## src/dbsc_pkg.sv

```systemverilog
// shared constants and types for the converter buffer and synchronisation control
package dbsc_pkg;

  // ----------------------------------------
  // widths and timing
  // ----------------------------------------
  localparam int         SAMPLE_W    = 10;
  localparam logic [2:0] SYNC_CYCLES = 3'h4;   // cycles a synchronised access stays pending
  localparam logic [2:0] CNT_LAST    = 3'h1;

  // ----------------------------------------
  // values after reset
  // ----------------------------------------
  localparam logic [SAMPLE_W-1:0] SAMPLE_RST = 10'h000;
  localparam logic                FLAG_RST   = 1'h0;

  // ----------------------------------------
  // operations that need synchronisation
  // ----------------------------------------
  typedef enum logic [4:0] {
    OP_SOFT_RESET = 5'h01,
    OP_ENABLE     = 5'h02,
    OP_OUT_SAMPLE = 5'h04,
    OP_STAGE      = 5'h08,
    OP_READ       = 5'h10
  } dbsc_op_e;

  typedef enum logic [1:0] {
    ST_IDLE = 2'h1,
    ST_SYNC = 2'h2
  } dbsc_state_e;

  // ----------------------------------------
  // carriers
  // ----------------------------------------
  typedef struct packed {
    logic                valid;
    dbsc_op_e            op;
    logic [SAMPLE_W-1:0] data;
  } dbsc_req_s;

  typedef struct packed {
    logic internalOutputRouteEn;
    logic externalOutputEn;
    logic startEventInputEn;
    logic emptyEventOutputEn;
    logic underrunIntEn;
    logic emptyIntEn;
    logic pumpDisable;
  } dbsc_cfg_s;

endpackage : dbsc_pkg

```

## src/dbsc_control.sv

```systemverilog
// converter control: synchronised access, two-stage sample queue, events, routing and pump
// Operation
// - synchronised access raises pending at once, clears when synchronisation finishes
// - access arriving while pending is dropped without effect and flags an error
// - soft reset, enable, output sample and staging writes are synchronised
// - output sample reads are synchronised before data returns
// - internal route feeds comparator input, allowed together with external output
// - staging and output sample registers form a two-entry queue
// - enabled start event moves staged sample out, or drops it when an output sample write completes in that cycle, and starts a conversion
// - start event with empty staging raises underrun request when enabled
// - staging emptying emits buffer-empty event when its output enable is set
// - staging emptying raises buffer-empty request when that request is enabled
// - pump turns on automatically when supply is below 2.5V while the converter is enabled
// - pump disable bit turns pump off; advised only above 2.5V
`timescale 1ns/1ns
module dbsc_control (
  // clock and reset
  input  wire logic                        sys_clk,
  input  wire logic                        rst_n,
  input  wire logic                        clkEn,
  // access requests
  input  wire dbsc_pkg::dbsc_req_s         req,
  output logic                             syncPending,
  output logic                             syncError,
  output logic                             rdValid,
  output logic [dbsc_pkg::SAMPLE_W-1:0]    rdData,
  // configuration
  input  wire dbsc_pkg::dbsc_cfg_s         cfg,
  // event and supply inputs
  input  wire logic                        startEventPin,
  input  wire logic                        lowSupplyPin,
  // converter side
  output logic                             convEnabled,
  output logic [dbsc_pkg::SAMPLE_W-1:0]    convSample,
  output logic                             convStart,
  output logic                             toComparator,
  output logic                             toPin,
  output logic                             pumpOn,
  // events and requests
  output logic                             emptyEvent,
  output logic                             emptyIrq,
  output logic                             underrunIrq,
  output logic                             stageFull,
  output logic                             softResetActive
);

  // ----------------------------------------
  // state
  // ----------------------------------------
  dbsc_pkg::dbsc_state_e            state;
  dbsc_pkg::dbsc_op_e               pendOp;
  logic [dbsc_pkg::SAMPLE_W-1:0]    pendData;
  logic [2:0]                       cnt;
  logic [dbsc_pkg::SAMPLE_W-1:0]    stage;
  logic                             startRise;
  logic                             lowSupply;

  // ----------------------------------------
  // input synchronisers
  // ----------------------------------------
  dbsc_pin_sync u_start_sync (
    .sys_clk (sys_clk),
    .rst_n   (rst_n),
    .clkEn   (clkEn),
    .pinIn   (startEventPin),
    .level   (),
    .rise    (startRise)
  );

  dbsc_pin_sync u_supply_sync (
    .sys_clk (sys_clk),
    .rst_n   (rst_n),
    .clkEn   (clkEn),
    .pinIn   (lowSupplyPin),
    .level   (lowSupply),
    .rise    ()
  );

  // ----------------------------------------
  // decode
  // ----------------------------------------
  logic accept;
  logic reject;
  logic done;
  logic doneReset;
  logic doneEnable;
  logic doneOut;
  logic doneStage;
  logic doneRead;
  logic startEv;
  logic eventLoad;
  logic eventUnder;

  // access handshake against pending flag
  assign accept     = clkEn & req.valid & (state == dbsc_pkg::ST_IDLE);
  assign reject     = clkEn & req.valid & (state == dbsc_pkg::ST_SYNC);
  assign done       = clkEn & (state == dbsc_pkg::ST_SYNC) & (cnt == dbsc_pkg::CNT_LAST);
  assign doneReset  = done & (pendOp == dbsc_pkg::OP_SOFT_RESET);
  assign doneEnable = done & (pendOp == dbsc_pkg::OP_ENABLE);
  assign doneOut    = done & (pendOp == dbsc_pkg::OP_OUT_SAMPLE);
  assign doneStage  = done & (pendOp == dbsc_pkg::OP_STAGE);
  assign doneRead   = done & (pendOp == dbsc_pkg::OP_READ);

  // start events and queue outcome
  assign startEv    = clkEn & startRise & cfg.startEventInputEn & convEnabled & ~doneReset;
  assign eventLoad  = startEv & stageFull;
  assign eventUnder = startEv & ~stageFull;

  // ----------------------------------------
  // synchronisation sequencer
  // ----------------------------------------
  dbsc_pkg::dbsc_state_e next_state;

  always_comb begin
    next_state = state;
    unique case (state)
      dbsc_pkg::ST_IDLE: begin
        if (accept) begin
          next_state = dbsc_pkg::ST_SYNC;
        end
      end
      dbsc_pkg::ST_SYNC: begin
        if (done) begin
          next_state = dbsc_pkg::ST_IDLE;
        end
      end
      default: begin
        next_state = dbsc_pkg::ST_IDLE;
      end
    endcase
  end

  // state, captured operation and latency count
  always_ff @(posedge sys_clk or negedge rst_n) begin
    if (!rst_n) begin
      state    <= dbsc_pkg::ST_IDLE;
      pendOp   <= dbsc_pkg::OP_READ;
      pendData <= dbsc_pkg::SAMPLE_RST;
      cnt      <= 3'h0;
    end else if (clkEn) begin
      state <= next_state;
      if (accept) begin
        pendOp   <= req.op;
        pendData <= req.data;
        cnt      <= dbsc_pkg::SYNC_CYCLES;
      end else if (state == dbsc_pkg::ST_SYNC) begin
        cnt <= cnt - 3'h1;
      end
    end
  end

  // pending and error flags
  assign syncPending     = (state == dbsc_pkg::ST_SYNC);
  assign softResetActive = syncPending & (pendOp == dbsc_pkg::OP_SOFT_RESET);

  always_ff @(posedge sys_clk or negedge rst_n) begin
    if (!rst_n) begin
      syncError <= dbsc_pkg::FLAG_RST;
      rdValid   <= dbsc_pkg::FLAG_RST;
      rdData    <= dbsc_pkg::SAMPLE_RST;
    end else if (clkEn) begin
      syncError <= reject;
      rdValid   <= doneRead;
      if (doneRead) begin
        rdData <= convSample;
      end
    end
  end

  // ----------------------------------------
  // sample queue and converter control
  // ----------------------------------------
  always_ff @(posedge sys_clk or negedge rst_n) begin
    if (!rst_n) begin
      convEnabled <= dbsc_pkg::FLAG_RST;
      convSample  <= dbsc_pkg::SAMPLE_RST;
      stage       <= dbsc_pkg::SAMPLE_RST;
      stageFull   <= dbsc_pkg::FLAG_RST;
    end else if (clkEn) begin
      if (doneReset) begin
        convEnabled <= dbsc_pkg::FLAG_RST;
        convSample  <= dbsc_pkg::SAMPLE_RST;
        stage       <= dbsc_pkg::SAMPLE_RST;
        stageFull   <= dbsc_pkg::FLAG_RST;
      end else begin
        if (doneEnable) begin
          convEnabled <= pendData[0];
        end
        if (doneOut) begin
          convSample <= pendData;
        end else if (eventLoad) begin
          convSample <= stage;
        end
        if (doneStage) begin
          stage     <= pendData;
          stageFull <= 1'h1;
        end else if (eventLoad) begin
          stageFull <= 1'h0;
        end
      end
    end
  end

  // event and request pulses
  always_ff @(posedge sys_clk or negedge rst_n) begin
    if (!rst_n) begin
      convStart   <= dbsc_pkg::FLAG_RST;
      emptyEvent  <= dbsc_pkg::FLAG_RST;
      emptyIrq    <= dbsc_pkg::FLAG_RST;
      underrunIrq <= dbsc_pkg::FLAG_RST;
    end else if (clkEn) begin
      convStart   <= startEv;
      emptyEvent  <= eventLoad & ~doneStage & cfg.emptyEventOutputEn;
      emptyIrq    <= eventLoad & ~doneStage & cfg.emptyIntEn;
      underrunIrq <= eventUnder & cfg.underrunIntEn;
    end
  end

  // output routing and pump
  always_ff @(posedge sys_clk or negedge rst_n) begin
    if (!rst_n) begin
      toComparator <= dbsc_pkg::FLAG_RST;
      toPin        <= dbsc_pkg::FLAG_RST;
      pumpOn       <= dbsc_pkg::FLAG_RST;
    end else if (clkEn) begin
      toComparator <= convEnabled & cfg.internalOutputRouteEn;
      toPin        <= convEnabled & cfg.externalOutputEn;
      pumpOn       <= convEnabled & lowSupply & ~cfg.pumpDisable;
    end
  end
endmodule : dbsc_control

```

## src/dbsc_pin_sync.sv

```systemverilog
// three-stage input synchroniser with agreement filter and rising-edge pulse
`timescale 1ns/1ns
module dbsc_pin_sync (
  // clock and reset
  input  wire logic sys_clk,
  input  wire logic rst_n,
  input  wire logic clkEn,
  // asynchronous input
  input  wire logic pinIn,
  // synchronised outputs
  output logic      level,
  output logic      rise
);

  logic s1;
  logic s2;
  logic s3;
  logic agree;

  // ----------------------------------------
  // agreement of the last two stages
  // ----------------------------------------
  assign agree = (s2 == s3);

  // shift chain, first stage read only by the second
  always_ff @(posedge sys_clk or negedge rst_n) begin
    if (!rst_n) begin
      s1 <= 1'h0;
      s2 <= 1'h0;
      s3 <= 1'h0;
    end else if (clkEn) begin
      s1 <= pinIn;
      s2 <= s1;
      s3 <= s2;
    end
  end

  // filtered level and one-cycle rise
  always_ff @(posedge sys_clk or negedge rst_n) begin
    if (!rst_n) begin
      level <= 1'h0;
      rise  <= 1'h0;
    end else if (clkEn) begin
      level <= agree ? s3 : level;
      rise  <= agree & s3 & ~level;
    end
  end

endmodule : dbsc_pin_sync

```

## config.mk

```make
export PLATFORM = sky130hd
export DESIGN_NAME = dbsc_control
export DESIGN_NICKNAME = d
export VERILOG_FILES = /design/src/dbsc_pkg.sv /design/src/dbsc_control.sv /design/src/dbsc_pin_sync.sv
export SDC_FILE = /design/constraint.sdc
export NUM_CORES = 1
export LEC_CHECK = 0
export ABC_AREA = 1
export ABC_CLOCK_PERIOD_IN_PS = 1700
export BUFFER_PORTS_ARGS = -buffer_cell sky130_fd_sc_hd__buf_4
export CAP_MARGIN = 15
export CORE_AREA = 2 2 83 85
export DETAILED_ROUTE_END_ITERATION = 7
export DIE_AREA = 0 0 85 87
export PLACE_DENSITY_LB_ADDON = 0.15
export SETUP_SLACK_MARGIN = 0.2
export SLEW_MARGIN = 15
export SYNTH_ARGS = -nofsm -noshare
export SYNTH_HDL_FRONTEND = slang
export SYNTH_HIERARCHICAL = 1
export SYNTH_SLANG_ARGS = --single-unit
export TNS_END_PERCENT = 10
```

## constraint.sdc

```tcl
create_clock -name sys_clk -period 1.7 [get_ports sys_clk]
set_input_delay 0.255 -clock sys_clk [delete_from_list [all_inputs] [get_ports sys_clk]]
set_output_delay 0.255 -clock sys_clk [all_outputs]
set_load 0.02 [all_outputs]
```

==> flow_summary.toml, run 1 <==
[worst_hold_path]
hp-class = "in -> reg"

[clock_tree]
htreeDepth = 3
clockRootBuffer = "clkbuf_8"
clk_latency_ns = 0.33
path_clk_slew_ns = 0.07
clock_path_buffers = 2
numCtsBuffers = 9
clock-sinks = 70
cts_tree = "done"

[sta]
rsz0062_at_grt = "true"
setup_tns_ns = 0
period_needed_ns = 1.59
fmax_mhz = 630
slew_viol_final = 0
skew_ns = 0.00496
setup_ws_ns = 0.113
final.period_utilization_pct = 93.4
relSlewSlack_pct = 75.2
setup_violations = 0
whs_ns = 0.109
tightest_slew_ns = 0.373
hold_viol_final = 0

[cells_and_area]
seqCellArea_sq_um = 1750
area_delta_synth_final_pct = 37.6
nNetsFinal = 485
diodes = 0
fillers = 535
multi_input_area_sq_um = 1290
drive_gt1_share_pct = 29.5

[logic_synthesis]
syn_area_sq_um = 3080
ys_warn_count = 6
synthCells = 360
synth_nets = 392
avgSynthCellArea_sq_um = 8.56

[route]
wl_per_cell_microns = 13.5
drt_pass1_iterations = 4
viasPerCell = 4.90
via_count = 2630
routed_wl_microns = 7230
drtIter0Drc = 180
ant_nets = 0
drc = 0

[grt]
grt_pass1_wl_microns = 11300
grt_usage_pct = 19.2
antenna_found_initial = 0
grt_pass1_vias = 2397
overflow = 0
grt_max_degree = 71

[worst_setup_path]
critPathBufInv = 2
crit_path_start_kind = "register"
cp_slowest_cell = "dfrtp_1"
endpoint_kind = "output port"
slowest_delay_ns = 0.40
path_max_fanout = 2
critical_path_class = "reg -> out"
crit_top_cell = "nor2_2"
cp_cell_sequence = "nor2_2 -> nand2_1 -> nor2_2 -> inv_1 -> nor2_1 -> buf_4"
worstPathArrival_ns = 1.33
worstPathRequired_ns = 1.44
crit_family = "flip-flops"

[place]
dp_slack_ns = 0.0197
hpwlAfterDp_microns = 4280
gp_congestion = 0.784
port_buffers = 60

[die]
rows = 30
dieArea_sq_um = 7400
die_x_microns = 85
die_h_microns = 87
ios = 61
start_util_pct = 46.9
core_region_area_sq_um = 6570

[flow_run]
maxCapViolCount = 0

[power]
ir_drop_uv = 833
power.density_nw_per_um2 = 1160
leakage_nw = 2.28
finalPower_w = 0.00491

[status]
status = "finished, final reports clean"
## worst reg2reg max path: stages, from the launching register on
cell     delay (ns)
dfrtp_1        0.41
inv_2          0.08
ha_4           0.14
nand2_4        0.07
nor2_8         0.10
buf_6          0.14
buf_4          0.11
buf_4          0.10
nand2_4        0.05
nand2_2        0.08
nand2_1        0.06
nand3_1        0.09
nand2_1        0.05
## layout by cell type (no fill, tap or decap), drive strengths merged
cell type,count
nand2,135
buf,83
dfrtp,68
inv,46
nand3,32
o21ai,28
nor2,20
a21oi,13
clkbuf,10
ha,4
nand4,3
bufinv,3
clkinv,3
a22o,2
dfstp,2
o211ai,2
a32o,1
clkinvlp,1
dlygate4sd3,1
## area by class of cell
class                           instances  area share [%]
Inverter                               47            4.22
Clock buffer                            9            2.92
Sequential cell                        70            41.4
Tap cell                               80            2.36
Multi-Input combinational cell        240            30.4
Clock inverter                          6            2.63
Timing Repair Buffer                   85            16.1
## path summary, 6_finish.rpt
check                                    startpoint                   to  slack (ns)  cells past startpoint
worst max-delay path                      pendOp[3]      softResetActive        0.11                      6
worst min-delay path                         req[1]          pendData[1]        0.11                      3
worst max register to register               cnt[1]        convSample[9]        0.12                     12
worst min register to register  u_supply_sync/level  u_supply_sync/level        0.48                      2
max in group asynchronous                     rst_n            pendOp[4]        0.90                      3
min in group asynchronous                     rst_n                toPin        0.45                      3
## metrics by stage
step | std cells | area [sq um] | util, %
5_1_grt | 537 | 4240 | 64.6
3_5_place_dp | 498 | 3640 | 55.4
4_1_cts | 527 | 4070 | 62.0
6_report | 537 | 4240 | 64.6
3_3_place_gp | 498 | 3640 | 55.4
2_1_floorplan | 360 | 3080 | -
## per-layer routing
layer / wire (microns) / up-vias / track usage [%]
met3: 314 / 11 / 3.51
met5: 0 / - / 0
met4: 114 / 0 / 8.95
li1: - / 1332 / -
met1: 3240 / 1220 / 26.5
met2: 3560 / 67 / 29.5
## power by group
group,switching (W),internal [W]
Sequential,0.000205,0.00198
Combinational,0.000670,0.000468
Clock,0.000621,0.000966
Total,0.00150,0.00341
## flip-flops by register name, summed over array words and instances, names as in the netlist, 2 cells and up
register and cells:
state 2, rdData 10, stage 10, convSample 10, cnt 3, pendData 10, pendOp 5
## repair_timing
action | in CTS | in global routing
pin swaps | 5 | 3
endpoints found under the hold margin | 68 | 0
setup endpoints to repair | 34 | 50
cloned | 4 | 4
gates resized for setup | 18 | 27
hold buffers | 1 | 0
setup buffers | 9 | 6
(Power assumes the default switching activity.)
==> run 2, diff against run 1 <==
BUFFER_PORTS_ARGS = not set   (was -buffer_cell sky130_fd_sc_hd__buf_4)
DONT_BUFFER_PORTS = 1   (was not set)
REMOVE_ABC_BUFFERS = 1   (was not set)
==> run 2 against run 1 <==
The flow now finishes with violations (negative hold slack). Utilization down 10 points. Count of clock-buffer cells in the layout up 4. Clock skew up 0.0041 ns. Via count down 14%. Total power down 13%. Global-route usage down 1.2 points. Sequential share of layout area up 7.9 points. Final area down 16%. Fmax down 1.5%. First-iteration DRC count down 34%. Wire length down 12%. Highest routed layer unchanged.
==> flow_summary.toml, run 2 (synthesized netlist as in run 1, its figures left out) <==
[status]
status = "complete, but fails checks"
violations = "negative hold slack"

[worst_setup_path]
cp_cell_sequence = "nor2_2 -> nand2_2 -> nor2_4 -> inv_2 -> nor2_1 -> buf_4"
rr_endpoint = "convSample[8]"
endpoint_kind = "output port"
critPathBufInv = 2
cp-endpoint = "softResetActive"
worstPathRequired_ns = 1.44
crit_start = "pendOp[2]"
path_depth = 6
rr_worst_depth = 9
crit_path_start_kind = "register"
cp_slowest_cell = "dfrtp_1"
crit-reg2reg-launch = "state[0]"
r2r_slack_ns = 0.14
critical_path_class = "reg -> out"
worstPathArrival_ns = 1.36
slowest_delay_ns = 0.41
crit_family = "simple AND/OR/NAND/NOR gates"
path_max_fanout = 3

[cells_and_area]
final_common_cell = "nand2_1"
drive_gt1_share_pct = 14.5
diodes = 0
area_delta_synth_final_pct = 15.6
layout_common_cells = "123 x nand2_1, 68 x dfrtp_1, 41 x inv_1"
fillers = 621
nNetsFinal = 413
stdcell_count = 466

[clock_tree]
clock-sinks = 70
numCtsBuffers = 9
cts_tree = "done"
clockRootBuffer = "clkbuf_8"
clk_latency_ns = 0.34
htreeDepth = 3
path_clk_slew_ns = 0.08
clock_path_buffers = 2

[route]
drt_pass1_iterations = 4
ant_nets = 0
wl_per_cell_microns = 13.6
routed_wl_microns = 6330
drc = 0
drtIter0Drc = 118
viasPerCell = 4.87
via_count = 2270

[place]
port_buffers = 0
gp_congestion = 0.755
placed_cells = 438
hpwlAfterDp_microns = 4090
dp_slack_ns = 0.0383

[power]
ir_drop_uv = 764
finalPower_w = 0.00428
leakage_nw = 1.88
power.density_nw_per_um2 = 1200

[sta]
rsz0062_at_grt = "true"
whs_ns = -0.393
period_needed_ns = 1.61
fmax_mhz = 621
skew_ns = 0.00901
setup_ws_ns = 0.0896
slew_viol_final = 0
tightest_slew_ns = 0.285
final.period_utilization_pct = 94.7
setup_violations = 0
setup_tns_ns = 0
hold_viol_final = 70
relSlewSlack_pct = 80.9

[grt]
overflow = 0
grt_pass1_wl_microns = 10500
antenna_found_initial = 0
grt_pass1_vias = 2188
grt_max_degree = 71
grt_usage_pct = 18.0

[die]
dieArea_sq_um = 7400
core_region_area_sq_um = 6570
ios = 61
rows = 30
start_util_pct = 46.9
die_h_microns = 87
die_x_microns = 85

[flow_run]
maxCapViolCount = 0

[worst_hold_path]
hp-class = "in -> async"
## run 2: changes by cell type in the layout (fill, tap and decap cells not counted), sizes merged
cell	change
buf	-68
clkbuf	+4
bufinv	-3
nand2	-2
dlygate4sd3	-1
nand3	-1
## run 2: report_power, final
group | internal [W] | switching [W]
logic | 0.000308 | 0.000545
clock network | 0.000645 | 0.000597
registers | 0.00198 | 0.000205
total | 0.00293 | 0.00135
## run 2: per-layer routing
layer | vias up | track usage (%) | part of all wire, %
li1 | 1179 | - | -
met1 | 1023 | 24.8 | 47
met2 | 58 | 27.3 | 46
met3 | 10 | 3.79 | 5.2
met4 | 0 | 8.66 | 2.0
met5 | - | 0 | 0
## run 2: worst min-delay path by stage
stage | start | end | slack, ns | depth (start not counted)
after floorplan | rst_n | cnt[0] | -0.04 | 0
after detailed placement | rst_n | u_supply_sync/s2 | -0.04 | 0
after CTS | rst_n | stage[3] | -0.41 | 0
after global placement | rst_n | pumpOn | -0.04 | 0
after global routing | rst_n | stage[3] | -0.41 | 0
final | rst_n | toComparator | -0.39 | 0
## run 2: cell type report
cell class	instances	area, sq um	share of cell area (%)
sequential	70	1750	49.2
multi-input combinational	237	1220	34.2
inverter	47	176	4.95
clock buffer	13	169	4.74
timing repair buffer	16	128	3.58
tap	80	100	2.81
clock inverter	3	17.5	0.492
## run 2: timing repair
action                     4_1_cts  5_1_grt
setup endpoints to repair       23       41
resized for setup                7       15
hold endpoints to repair        70       70
buffers inserted                 1        7
pin swaps                        2        5
gates cloned                     0        4
## run 2: through the flow
step                area, sq um  util, %
floorplan                  3030        -
global placement           3180     48.4
detailed placement         3180     48.4
CTS                        3390     51.6
global route               3560     54.2
finish                     3560     54.2
==> run 3, diff against run 2 <==
==> constraint.sdc (replaced) <==
create_clock -name sys_clk -period 1.7 [get_ports sys_clk]
set_input_delay 0.17 -clock sys_clk [delete_from_list [all_inputs] [get_ports sys_clk]]
set_output_delay 0.17 -clock sys_clk [all_outputs]
set_load 0.02 [all_outputs]
==> run 3 against run 2 <==
The run still ends with negative hold slack left. Sequential cell count is the same. Total power grew 3.1%. Final cell count grew 5.4%. Sequential power grew 2%. Non-clock buffer count grew 25. Critical endpoint is now convEnabled. Largest power group unchanged.
==> flow_summary.toml, run 3 (synthesized netlist as in run 1, its figures left out) <==
[clock_tree]
clock-sinks = 70
path_clk_slew_ns = 0.07
clock_path_buffers = 2
numCtsBuffers = 9
hold_buffers = 23
clockRootBuffer = "clkbuf_8"
clk_latency_ns = 0.33
htreeDepth = 3
cts_tree = "done"

[sta]
hold_viol_final = 70
relSlewSlack_pct = 68.1
rsz0062_at_grt = "true"
period_needed_ns = 1.54
final.period_utilization_pct = 90.8
whs_ns = -0.474
setup_tns_ns = 0
skew_ns = 0.0100
slew_viol_final = 0
fmax_mhz = 648
setup_violations = 0
tightest_slew_ns = 0.478

[worst_setup_path]
cp_slowest_cell = "dfrtp_1"
crit_path_start_kind = "register"
worstPathRequired_ns = 1.96
path_max_fanout = 9
crit_family = "simple AND/OR/NAND/NOR gates"
endpoint_kind = "register"
critical_path_class = "reg -> reg"
slowest_delay_ns = 0.39
critPathBufInv = 3
r2r_slack_ns = 0.16
cp_cell_sequence = "inv_2 -> ha_4 -> nand2_4 -> nor2_8 -> nand2_8 -> buf_8 -> buf_4 -> o21ai_2 -> nor2_1 -> a21oi_1"
worstPathArrival_ns = 1.81

[cells_and_area]
multi_input_area_sq_um = 1340
stdcell_count = 491
area_delta_synth_final_pct = 28.9
drive_gt1_share_pct = 18.2
seqCellArea_sq_um = 1750
final_common_cell = "nand2_1"
fillers = 582
layout_common_cells = "113 x nand2_1, 68 x dfrtp_1, 40 x inv_1"
diodes = 0
nNetsFinal = 439

[die]
start_util_pct = 46.9
die_h_microns = 87
die_x_microns = 85
ios = 61
rows = 30
dieArea_sq_um = 7400
core_region_area_sq_um = 6570

[grt]
grt_usage_pct = 18.0
grt_max_degree = 71
grt_pass1_wl_microns = 10400
antenna_found_initial = 0
overflow = 0
grt_pass1_vias = 2218

[power]
finalPower_w = 0.00441
leakage_nw = 1.99
pwr-share-seq_pct = 50.4
p_sw_share_pct = 31.8
power.density_nw_per_um2 = 1110
p_comb_share_pct = 23.3
ir_drop_uv = 693
net-switching-power_w = 0.00140
p_int_w = 0.00301
clock_power_share_pct = 26.4

[place]
gp_congestion = 0.772
placed_cells = 437
port_buffers = 0
hpwlAfterDp_microns = 4110

[worst_hold_path]
hp-class = "in -> async"

[route]
wl_per_cell_microns = 13.7
drt_pass1_iterations = 4
drtIter0Drc = 134
ant_nets = 0
viasPerCell = 4.93
via_count = 2423
drc = 0
routed_wl_microns = 6720

[flow_run]
maxCapViolCount = 0

[status]
violations = "negative hold slack"
status = "complete, but fails checks"
-- run 3: power by group through the flow --
stage	registers (W)	logic [W]	clock network, W
2_1_floorplan	0.00217	0.000583	0
3_3_place_gp	0.00220	0.000751	0
3_5_place_dp	0.00220	0.000767	0
6_report	0.00222	0.00103	0.00116
5_1_grt	0.00226	0.00119	0.00126
4_1_cts	0.00218	0.000861	0.00120
-- run 3: cell type report --
type,instances,share of cell area [%]
Multi-Input combinational cell,238,33.8
Sequential cell,70,44.1
Tap cell,80,2.52
Inverter,47,4.57
Timing Repair Buffer,41,10.7
Clock inverter,1,0.126
Clock buffer,14,4.09
-- run 3: path summary, 6_finish.rpt --
check / startpoint / endpoint / cells past startpoint
hold / removal: rst_n / stage[1] / 0
hold reg to reg: u_supply_sync/level / u_supply_sync/level / 2
setup / recovery: cnt[1] / convEnabled / 10
max in group asynchronous: rst_n / state[0] / 0
setup reg to reg: cnt[1] / convEnabled / 10
min in group sys_clk: clkEn / syncError / 2
-- run 3: repair_timing --
item,CTS,global route
endpoints found under the setup margin,23,36
hold endpoints to repair,99,70
setup buffers,1,10
pin swaps,2,10
cloned,0,5
gates resized for setup,11,43
-- run 3: stage by stage --
step	hold WS [ns]	util [%]	setup WS [ns]	area [sq um]
floorplan	-0.126	-	0.0471	3030
global route	-0.495	60.5	0.0986	3970
detailed placement	-0.123	48.5	0.0350	3180
finish	-0.474	60.5	0.156	3970
CTS	-0.491	55.5	0.175	3640
global placement	-0.124	48.5	0.101	3180
-- run 3: routing by layer --
metal  GRT usage (%)  share of wire [%]  up-vias
met4            9.09                2.1        0
met2            27.5                 48       66
met3            3.60                4.5       12
met1            24.7                 46     1115
li1                -                  -     1230
met5               0                  0        -
-- run 3: worst register-to-register path, stage by stage, from the launching register on --
cell and delay [ns]:
dfrtp_1 0.39, inv_2 0.08, ha_4 0.13, nand2_4 0.06, nor2_8 0.22, nand2_8 0.10
buf_8 0.16, buf_4 0.13, o21ai_2 0.05, nor2_1 0.05, a21oi_1 0.10
